==> config.mk <==
export PLATFORM = sky130hd
export DESIGN_NAME = hmc_device_flat
export DESIGN_NICKNAME = d
export VERILOG_FILES = /design/src/shared/hmc_pkg.sv /design/src/shared/hmc_if.sv /design/src/hdl/hmc_device.sv /design/src/flat_wrapper.sv
export SDC_FILE = /design/constraint.sdc
export NUM_CORES = 1
export LEC_CHECK = 0
export BUFFER_PORTS_ARGS = -buffer_cell sky130_fd_sc_hd__clkbuf_2
export CORE_MARGIN = 4
export CORE_UTILIZATION = 40
export DETAILED_ROUTE_END_ITERATION = 8
export SYNTH_ARGS = -nofsm -noshare
export SYNTH_HDL_FRONTEND = slang
export SYNTH_SLANG_ARGS = --single-unit
==> constraint.sdc <==
create_clock -name i_ref_clk -period 2.5 [get_ports i_ref_clk]
set_clock_uncertainty 0.15 [all_clocks]
set_input_delay 0.125 -clock i_ref_clk [delete_from_list [all_inputs] [get_ports i_ref_clk]]
set_output_delay 0.125 -clock i_ref_clk [all_outputs]
set_load 0.01 [all_outputs]
==> src/shared/hmc_pkg.sv <==
// shared constants and types for the host mailbox mode control block
// assumes a single 100 MHz clock shared by both ends
package hmc_pkg;
   // *****************************************************************
   // mailbox geometry and command codes
   // *****************************************************************
   localparam int unsigned SLOT_COUNT      = 32;
   localparam int unsigned QR_FIRST_SLOT   = 20;
   localparam int unsigned QR_LAST_SLOT    = 31;
   localparam int unsigned STREAM_LIMIT    = 32;
   localparam logic [7:0]  APPLICATION_IDENTIFIER_MODE_CFG = 8'h18;
   localparam logic [7:0]  CMD_WRITE_CFG   = 8'h20;
   localparam logic [7:0]  CFG_OFFSET      = 8'h00;
   localparam logic [7:0]  CFG_RESET       = 8'h00;
   localparam logic [7:0]  CFG_IRQ_ENABLE  = 8'h80;
   localparam logic [7:0]  CFG_QUICK_READ  = 8'h10;
   // *****************************************************************
   // configuration field positions
   // *****************************************************************
   localparam int unsigned BIT_IRQ_EN      = 7;
   localparam int unsigned BIT_IRQ_POL     = 6;
   localparam int unsigned BIT_IRQ_FRAME   = 5;
   localparam int unsigned BIT_QUICK_READ  = 4;
   localparam int unsigned BIT_POLICY_HI   = 3;
   localparam int unsigned BIT_POLICY_LO   = 2;
   localparam logic [7:0]  CFG_WRITE_MASK  = 8'hFC;
   // *****************************************************************
   // host command port registers (host end)
   // *****************************************************************
   localparam logic [3:0]  HREG_CTRL       = 4'h0;
   localparam logic [3:0]  HREG_CFG_DATA   = 4'h1;
   localparam logic [3:0]  HREG_STATUS     = 4'h2;
   localparam logic [3:0]  HREG_RD_SLOT    = 4'h3;
   localparam logic [3:0]  HREG_RD_DATA    = 4'h4;
   localparam logic [3:0]  HREG_RD_COUNT   = 4'h5;

   typedef enum logic [1:0] {
      HMC_POL_ALWAYS  = 2'b00,
      HMC_POL_IDLE    = 2'b01,
      HMC_POL_RX_IRQ  = 2'b10
   } hmc_policy_t;
endpackage

==> src/shared/hmc_if.sv <==
// mailbox link between the host end and the device end
// byte-serial slave port: host writes slots, streams reads with ready
interface hmc_if;
   logic       wr_valid;
   logic [4:0] wr_slot;
   logic [7:0] wr_data;
   logic       cmd_go;
   logic       rd_start;
   logic [4:0] rd_slot;
   logic       rd_active;
   logic       rd_valid;
   logic [7:0] rd_data;
   logic       rd_ready;
   logic       cmd_done;
   logic       irq;

   modport dev (
      input  wr_valid, wr_slot, wr_data, cmd_go, rd_start, rd_slot,
             rd_active, rd_ready,
      output rd_valid, rd_data, cmd_done, irq
   );
   modport host (
      output wr_valid, wr_slot, wr_data, cmd_go, rd_start, rd_slot,
             rd_active, rd_ready,
      input  rd_valid, rd_data, cmd_done, irq
   );
endinterface

==> src/hdl/hmc_device.sv <==
// device end: mailbox slots, mode configuration, quick-read refresh,
// host interrupt and a two-entry read buffer toward the host
// assumes the host keeps to command then read and drives rd_active
// for the whole of a read transaction
module hmc_device
   import hmc_pkg::*;
#(
   parameter int unsigned SLOTS = SLOT_COUNT
) (
   input  wire logic        i_ref_clk,
   input  wire logic        i_rst_b,
   hmc_if.dev               mbx,
   input  wire logic        i_frame_done,
   input  wire logic [15:0] i_status,
   input  wire logic [7:0]  i_event_status,
   input  wire logic [7:0]  i_fifo_status,
   input  wire logic [15:0] i_frame_count,
   input  wire logic [15:0] i_axis_x,
   input  wire logic [15:0] i_axis_y,
   input  wire logic [15:0] i_axis_z,
   output logic [7:0]       o_config,
   output logic             o_quick_read,
   output logic             o_rx_irq_armed
);
   // *****************************************************************
   // storage
   // *****************************************************************
   logic [7:0]  slot [SLOTS];
   logic [7:0]  host_port_mode_config;
   logic        cmd_pend;
   logic        refresh_pend;
   logic        rx_irq_armed;
   logic        irq_level;
   logic [4:0]  rd_ptr;
   logic        rd_run;
   logic [7:0]  buf_data [2];
   logic [1:0]  buf_cnt;
   logic        buf_wp;
   logic        buf_rp;
   logic        cfg_hit;
   logic        quick_read;
   logic        do_refresh;
   logic        push;
   logic        pop;
   logic [7:0]  qr_img [12];
   logic [7:0]  cfg_new;

   assign quick_read = host_port_mode_config[BIT_QUICK_READ];
   // policy field only consulted when quick-read is on
   function automatic logic refresh_now(input logic [7:0] cfg,
                                        input logic busy);
      logic [1:0] pol;
      pol = cfg[BIT_POLICY_HI:BIT_POLICY_LO];
      if (!cfg[BIT_QUICK_READ])
         refresh_now = 1'b0;
      else if (pol == HMC_POL_ALWAYS)
         refresh_now = 1'b1;
      else
         refresh_now = !busy;
   endfunction

   // *****************************************************************
   // configuration decode from the mailbox command
   // *****************************************************************
   assign cfg_hit = mbx.cmd_go && slot[0] == APPLICATION_IDENTIFIER_MODE_CFG
                    && slot[1] == CMD_WRITE_CFG && slot[2] == CFG_OFFSET
                    && slot[3] != 8'h00;
   assign cfg_new = slot[4] & CFG_WRITE_MASK;

   always_ff @(posedge i_ref_clk or negedge i_rst_b) begin
      if (!i_rst_b)
         host_port_mode_config <= CFG_RESET;
      else if (cfg_hit)
         host_port_mode_config <= cfg_new;
   end

   // *****************************************************************
   // command completion: pending one cycle after go, done two cycles after go, handled in order
   // *****************************************************************
   always_ff @(posedge i_ref_clk or negedge i_rst_b) begin
      if (!i_rst_b)
         cmd_pend <= 1'b0;
      else
         cmd_pend <= mbx.cmd_go;
   end

   // *****************************************************************
   // quick-read refresh scheduling
   // *****************************************************************
   assign do_refresh = (i_frame_done || refresh_pend)
                       && refresh_now(host_port_mode_config,
                                      mbx.rd_active);

   always_ff @(posedge i_ref_clk or negedge i_rst_b) begin
      if (!i_rst_b)
         refresh_pend <= 1'b0;
      else if (!quick_read || do_refresh)
         refresh_pend <= 1'b0;
      else if (i_frame_done)
         refresh_pend <= 1'b1;
   end

   // receive interrupt armed while a policy-two refresh waits
   always_ff @(posedge i_ref_clk or negedge i_rst_b) begin
      if (!i_rst_b)
         rx_irq_armed <= 1'b0;
      else if (do_refresh || !quick_read)
         rx_irq_armed <= 1'b0;
      else if (i_frame_done && mbx.rd_active &&
               host_port_mode_config[BIT_POLICY_HI:BIT_POLICY_LO]
               == HMC_POL_RX_IRQ)
         rx_irq_armed <= 1'b1;
   end

   // *****************************************************************
   // slot array: host writes, quick-read image overrides upper slots
   // *****************************************************************
   always_comb begin
      qr_img[0]  = i_status[7:0];
      qr_img[1]  = i_status[15:8];
      qr_img[2]  = i_event_status;
      qr_img[3]  = i_fifo_status;
      qr_img[4]  = i_frame_count[15:8];
      qr_img[5]  = i_frame_count[7:0];
      qr_img[6]  = i_axis_x[15:8];
      qr_img[7]  = i_axis_x[7:0];
      qr_img[8]  = i_axis_y[15:8];
      qr_img[9]  = i_axis_y[7:0];
      qr_img[10] = i_axis_z[15:8];
      qr_img[11] = i_axis_z[7:0];
   end

   always_ff @(posedge i_ref_clk or negedge i_rst_b) begin
      if (!i_rst_b) begin
         for (int i = 0; i < SLOTS; i++)
            slot[i] <= 8'h00;
      end else begin
         if (mbx.wr_valid &&
             !(quick_read && mbx.wr_slot >= 5'(QR_FIRST_SLOT)))
            slot[mbx.wr_slot] <= mbx.wr_data;
         if (do_refresh) begin
            for (int i = 0; i < 12; i++)
               slot[QR_FIRST_SLOT + i] <= qr_img[i];
         end
      end
   end

   // *****************************************************************
   // streaming read through a two-entry buffer
   // *****************************************************************
   // slot pointer wraps, so a read may run past the 32-byte array
   assign push = rd_run && mbx.rd_active && buf_cnt != 2'd2;
   assign pop  = mbx.rd_valid && mbx.rd_ready;

   always_ff @(posedge i_ref_clk or negedge i_rst_b) begin
      if (!i_rst_b) begin
         rd_run <= 1'b0;
         rd_ptr <= 5'h00;
      end else if (mbx.rd_start) begin
         rd_run <= 1'b1;
         rd_ptr <= mbx.rd_slot;
      end else if (!mbx.rd_active) begin
         rd_run <= 1'b0;
      end else if (push) begin
         rd_ptr <= rd_ptr + 5'd1;
      end
   end

   always_ff @(posedge i_ref_clk or negedge i_rst_b) begin
      if (!i_rst_b) begin
         buf_cnt     <= 2'd0;
         buf_wp      <= 1'b0;
         buf_rp      <= 1'b0;
         buf_data[0] <= 8'h00;
         buf_data[1] <= 8'h00;
      end else if (mbx.rd_start || !mbx.rd_active) begin
         buf_cnt <= 2'd0;
         buf_wp  <= 1'b0;
         buf_rp  <= 1'b0;
      end else begin
         if (push) begin
            buf_data[buf_wp] <= slot[rd_ptr];
            buf_wp           <= !buf_wp;
         end
         if (pop)
            buf_rp <= !buf_rp;
         buf_cnt <= buf_cnt + 2'(push) - 2'(pop);
      end
   end

   always_ff @(posedge i_ref_clk or negedge i_rst_b) begin
      if (!i_rst_b) begin
         mbx.rd_valid <= 1'b0;
         mbx.rd_data  <= 8'h00;
      end else begin
         mbx.rd_valid <= 1'b0;
         mbx.rd_data  <= 8'h00;
         // registered view of the head entry; pop uses last view
         if (mbx.rd_active && !mbx.rd_start && !pop && buf_cnt != 2'd0) begin
            mbx.rd_valid <= 1'b1;
            mbx.rd_data  <= buf_data[buf_rp];
         end
      end
   end

   // *****************************************************************
   // completion flag and host interrupt
   // *****************************************************************
   always_comb begin
      if (!host_port_mode_config[BIT_IRQ_EN])
         irq_level = 1'b0;
      else if (host_port_mode_config[BIT_IRQ_FRAME])
         irq_level = i_frame_done;
      else
         irq_level = cmd_pend;
   end

   always_ff @(posedge i_ref_clk or negedge i_rst_b) begin
      if (!i_rst_b) begin
         mbx.cmd_done   <= 1'b0;
         mbx.irq        <= 1'b0;
         o_config       <= CFG_RESET;
         o_quick_read   <= 1'b0;
         o_rx_irq_armed <= 1'b0;
      end else begin
         mbx.cmd_done   <= cmd_pend;
         mbx.irq        <= irq_level ^
                           host_port_mode_config[BIT_IRQ_POL];
         o_config       <= host_port_mode_config;
         o_quick_read   <= quick_read;
         o_rx_irq_armed <= rx_irq_armed;
      end
   end
endmodule // hmc_device

==> src/flat_wrapper.sv <==
// flat-port wrapper written by rule: the top's interface ports become plain ports
module hmc_device_flat import hmc_pkg::*;
#(
   parameter int unsigned SLOTS = SLOT_COUNT
)
  (i_ref_clk, i_rst_b, i_frame_done, i_status, i_event_status, i_fifo_status, i_frame_count, i_axis_x, i_axis_y, i_axis_z, o_config, o_quick_read, o_rx_irq_armed, mbx_wr_valid, mbx_wr_slot, mbx_wr_data, mbx_cmd_go, mbx_rd_start, mbx_rd_slot, mbx_rd_active, mbx_rd_ready, mbx_rd_valid, mbx_rd_data, mbx_cmd_done, mbx_irq);
  hmc_if mbx_i ();
  input  wire logic i_ref_clk;
  input  wire logic i_rst_b;
  input  wire logic i_frame_done;
  input  wire logic [15:0] i_status;
  input  wire logic [7:0] i_event_status;
  input  wire logic [7:0] i_fifo_status;
  input  wire logic [15:0] i_frame_count;
  input  wire logic [15:0] i_axis_x;
  input  wire logic [15:0] i_axis_y;
  input  wire logic [15:0] i_axis_z;
  output logic [7:0] o_config;
  output logic o_quick_read;
  output logic o_rx_irq_armed;
  input wire logic [$bits(mbx_i.wr_valid)-1:0] mbx_wr_valid;
  input wire logic [$bits(mbx_i.wr_slot)-1:0] mbx_wr_slot;
  input wire logic [$bits(mbx_i.wr_data)-1:0] mbx_wr_data;
  input wire logic [$bits(mbx_i.cmd_go)-1:0] mbx_cmd_go;
  input wire logic [$bits(mbx_i.rd_start)-1:0] mbx_rd_start;
  input wire logic [$bits(mbx_i.rd_slot)-1:0] mbx_rd_slot;
  input wire logic [$bits(mbx_i.rd_active)-1:0] mbx_rd_active;
  input wire logic [$bits(mbx_i.rd_ready)-1:0] mbx_rd_ready;
  output wire logic [$bits(mbx_i.rd_valid)-1:0] mbx_rd_valid;
  output wire logic [$bits(mbx_i.rd_data)-1:0] mbx_rd_data;
  output wire logic [$bits(mbx_i.cmd_done)-1:0] mbx_cmd_done;
  output wire logic [$bits(mbx_i.irq)-1:0] mbx_irq;
  assign mbx_i.wr_valid = mbx_wr_valid;
  assign mbx_i.wr_slot = mbx_wr_slot;
  assign mbx_i.wr_data = mbx_wr_data;
  assign mbx_i.cmd_go = mbx_cmd_go;
  assign mbx_i.rd_start = mbx_rd_start;
  assign mbx_i.rd_slot = mbx_rd_slot;
  assign mbx_i.rd_active = mbx_rd_active;
  assign mbx_i.rd_ready = mbx_rd_ready;
  assign mbx_rd_valid = mbx_i.rd_valid;
  assign mbx_rd_data = mbx_i.rd_data;
  assign mbx_cmd_done = mbx_i.cmd_done;
  assign mbx_irq = mbx_i.irq;
  hmc_device #(.SLOTS(SLOTS)) u_core (.i_ref_clk(i_ref_clk), .i_rst_b(i_rst_b), .mbx(mbx_i), .i_frame_done(i_frame_done), .i_status(i_status), .i_event_status(i_event_status), .i_fifo_status(i_fifo_status), .i_frame_count(i_frame_count), .i_axis_x(i_axis_x), .i_axis_y(i_axis_y), .i_axis_z(i_axis_z), .o_config(o_config), .o_quick_read(o_quick_read), .o_rx_irq_armed(o_rx_irq_armed));
endmodule
==> flow_metrics.env <==
export IMPL_finalNonFillerCells=1989
export IMPL_share_of_final_layout_standard_cells_stronger_than_drive_strength_1=0.306
export IMPL_top_achievable_clock_speed_mhz=415
export IMPL_dominantRegCellSynth="sky130_fd_sc_hd__dfrtp_1"
export IMPL_critical_path_startpoint_type="flop"
export IMPL_numCtsBuffers=35
export IMPL_cts_sink_count=309
export IMPL_detailedRoute_firstIterationViolations=601
export IMPL_leading_cell_types_in_the_layout_fill_and_taps_excluded="sky130_fd_sc_hd__dfrtp_1 (307), sky130_fd_sc_hd__mux2i_1 (201), sky130_fd_sc_hd__mux2_2 (166), sky130_fd_sc_hd__clkbuf_2 (139), sky130_fd_sc_hd__nor2_1 (117)"
export IMPL_layout_cells_most_common="sky130_fd_sc_hd__dfrtp_1"
export IMPL_setup_worst_path_end_class="flop"
export IMPL_pre_cts_setup_slack_ps=88.3
export IMPL_detail_route_vias_per_cell=5.45
export IMPL_timing_rr_end="u_core.rd_ptr[3]"
export IMPL_dieArea_sq_um=40600
export IMPL_first_pass_grt_wire_length_um=68600
export IMPL_setup_tns_ps=0
export IMPL_tightestPinTransition_ps=1000
export IMPL_dp_hpwl_um=29500
export IMPL_timing_hold_worst_class="input port to async pin"
export IMPL_async_reset_ff_frac=1.00
export IMPL_rsz0062_at_grt="no"
export IMPL_powerDensity_nw_per_um2=765
export IMPL_maximum_number_of_pins_on_one_net_before_global_route_repair=72
export IMPL_nets=1621
export IMPL_gr_total_overflow=0
export IMPL_dr_total_vias=10847
export IMPL_syn_inst=1223
export IMPL_placed_cells_incl_taps=1812
export IMPL_timing_hold_violations_final=0
export IMPL_htree_num_levels=2
export IMPL_drt_pre_antenna_iters=4
export IMPL_drt_wirelength_per_cell_um=21.9
export IMPL_ys_seq_area_frac=0.517
export IMPL_pin_count=143
export IMPL_cts_tree="yes"
export IMPL_antenna_cells_inserted=0
export IMPL_critical_register_to_register_path_startpoint="u_core.rd_ptr[1]"
export IMPL_chipHeight_um=201
export IMPL_clk_pin_slew_worst_paths_ps=60
export IMPL_finalWorstPathRequiredPeriod_ps=2410
export IMPL_synth_edf_count=0
export IMPL_ys_seq_elements=309
export IMPL_die_x_um=201
export IMPL_wl_um=43500
export IMPL_required_ps=2730
export IMPL_grt_total_usage=0.214
export IMPL_finalSetupViolCount=0
export IMPL_postSynthAreaPerCell_sq_um=12.2
export IMPL_r2r_setup_slack_ps=90
export IMPL_arrival_ps=2640
export IMPL_gp_congestion=0.827
export IMPL_max_slew_margin=0.331
export IMPL_netlist_area_before_placement_sq_um=15000
export IMPL_fin_crit_sh=0.964
export IMPL_cts_root_buffer_cell="sky130_fd_sc_hd__clkbuf_16"
export IMPL_clock_tree_buffer_depth=3
export IMPL_grt_antenna_before_repair=3
export IMPL_ys_types=48
export IMPL_via_count_of_the_first_global_routing_pass=11427
export IMPL_core_rowCount=70
export IMPL_later_pin_clock_latency_in_the_skew_report_ps=510
export IMPL_syn2layout_area_growth_pct=26.1
export IMPL_max_cap_violations=0
export IMPL_post_route_drc=0
export IMPL_timing_reg2reg_worst_path_depth=8
export IMPL_route_antenna_remaining_nets=0
export IMPL_setup_ws_ps=89.9
export IMPL_outcome="completed"
export IMPL_synthesis_yosys_warnings=0
export IMPL_timing_critical_path_fanout_max=14
export IMPL_final_core_utilization=0.513
export IMPL_max_vdd_ir_drop_mv=0.435
export IMPL_finalMaxSlewViolations=0
export IMPL_portBuffers=140
export IMPL_initial_utilization=0.407
export IMPL_floorplan_core_area_sq_um=36800
export IMPL_power_leakage_uw=0.00852
export IMPL_worst_setup_path_type="flop to flop"
[per-stage QoR]
step / hold slack, ps / total power [uW] / cell area [sq um]
CTS: 90.9 / 14500 / 18800
floorplan: -321 / 8170 / 15000
global route: 130 / 15100 / 18900
finish: 62.9 / 14400 / 18900
detailed placement: 15.9 / 9260 / 16600
global placement: 1.26 / 9170 / 16600
[synthesized netlist by cell type, types with 6 or more instances]
cell type / count / share of area
sky130_fd_sc_hd__dfrtp_1: 309 / 0.52
sky130_fd_sc_hd__mux2i_1: 201 / 0.13
sky130_fd_sc_hd__mux2_2: 166 / 0.12
sky130_fd_sc_hd__nor2_1: 117 / 0.029
sky130_fd_sc_hd__a21oi_1: 96 / 0.032
sky130_fd_sc_hd__clkbuf_1: 63 / 0.016
sky130_fd_sc_hd__nand2_1: 37 / 0.0093
sky130_fd_sc_hd__and2_1: 21 / 0.0088
sky130_fd_sc_hd__a211oi_1: 16 / 0.0080
sky130_fd_sc_hd__a221oi_1: 16 / 0.0094
sky130_fd_sc_hd__a22oi_1: 16 / 0.0080
sky130_fd_sc_hd__mux4_2: 16 / 0.024
sky130_fd_sc_hd__o221ai_1: 16 / 0.0094
sky130_fd_sc_hd__o31ai_1: 16 / 0.0080
sky130_fd_sc_hd__buf_4: 11 / 0.0055
sky130_fd_sc_hd__buf_2: 10 / 0.0033
sky130_fd_sc_hd__nor3_4: 9 / 0.0098
sky130_fd_sc_hd__buf_1: 8 / 0.0020
sky130_fd_sc_hd__nand2b_1: 7 / 0.0029
sky130_fd_sc_hd__nand3_1: 7 / 0.0023
sky130_fd_sc_hd__o21ai_0: 6 / 0.0020
sky130_fd_sc_hd__xnor2_1: 6 / 0.0035
[flip-flops by register name, indices dropped and copies added (netlist names), 2 cells and up]
| signal | flops |
|---|---|
| u_core.slot | 250 |
| u_core.rd_ptr | 5 |
| u_core.buf_data | 16 |
| u_core.o_config | 6 |
| u_core.cfg_new | 6 |
| u_core.mbx.rd_data | 8 |
| u_core.buf_cnt | 2 |
| u_core.host_port_mode_config | 6 |
[worst max-delay path, stage by stage, from the launching register on]
cell	delay (ps)
sky130_fd_sc_hd__dfrtp_1	410
sky130_fd_sc_hd__buf_6	170
sky130_fd_sc_hd__and2_1	180
sky130_fd_sc_hd__buf_12	160
sky130_fd_sc_hd__buf_4	150
sky130_fd_sc_hd__nand4_1	110
sky130_fd_sc_hd__xnor2_1	150
sky130_fd_sc_hd__mux2_2	260
sky130_fd_sc_hd__dlygate4sd3_1	550
[report_power, final]
group	switching (uW)	leakage (uW)	internal [uW]
combinational	1350	0.00399	1480
clock	2010	0.000554	3080
sequential	583	0.00398	5920
total	3940	0.00852	10500
[area by class of cell]
| class | instances | area [sq um] |
|---|---|---|
| Tap cell | 468 | 586 |
| Clock buffer | 59 | 1100 |
| Inverter | 6 | 22.5 |
| Timing Repair Buffer | 329 | 2570 |
| Multi-Input combinational cell | 815 | 6800 |
| Clock inverter | 3 | 42.5 |
| Fill cell | 3240 | 17900 |
| Sequential cell | 309 | 7740 |
[layer usage]
metal | track usage | routed length [um] | vias to the layer above
met1 | 0.295 | 19300 | 5463
met3 | 0.0345 | 2220 | 77
li1 | - | - | 5005
met5 | 0 | 29 | -
met2 | 0.351 | 20600 | 298
met4 | 0.0613 | 1290 | 4
[worst max path at each step]
stage / startpoint / end / slack [ps] / cells after the start
floorplan: u_core.rd_ptr[0] / u_core.buf_data[12] / 410 / 6
global placement: u_core.rd_ptr[0] / u_core.buf_data[13] / 90 / 5
detailed placement: u_core.rd_ptr[0] / u_core.buf_data[13] / 90 / 5
CTS: u_core.rd_ptr[0] / u_core.buf_data[13] / 50 / 5
global route: u_core.rd_ptr[1] / u_core.rd_ptr[3] / 10 / 8
finish: u_core.rd_ptr[1] / u_core.rd_ptr[3] / 90 / 8
[repair_timing]
action	CTS	global route
gates resized for setup	0	5
endpoints found under the setup margin	0	6
hold endpoints to repair	342	0
buffers inserted	0	0
hold buffers	115	0
[logic make-up (layout without fill, tap and decap cells)]
group           after synthesis  count (layout)  share of synthesized area
mux                         386             386                      0.286
simple gates                231             231                     0.0814
compound gates              185             185                     0.0788
xor+xnor                      8               8                    0.00468
other cells                   1               2                   0.000251
fa+ha+maj                     3               3                    0.00251
flops                       309             309                      0.517
buf+inv                     100             397                     0.0297
Note: power is estimated with default switching activity, not from simulation.
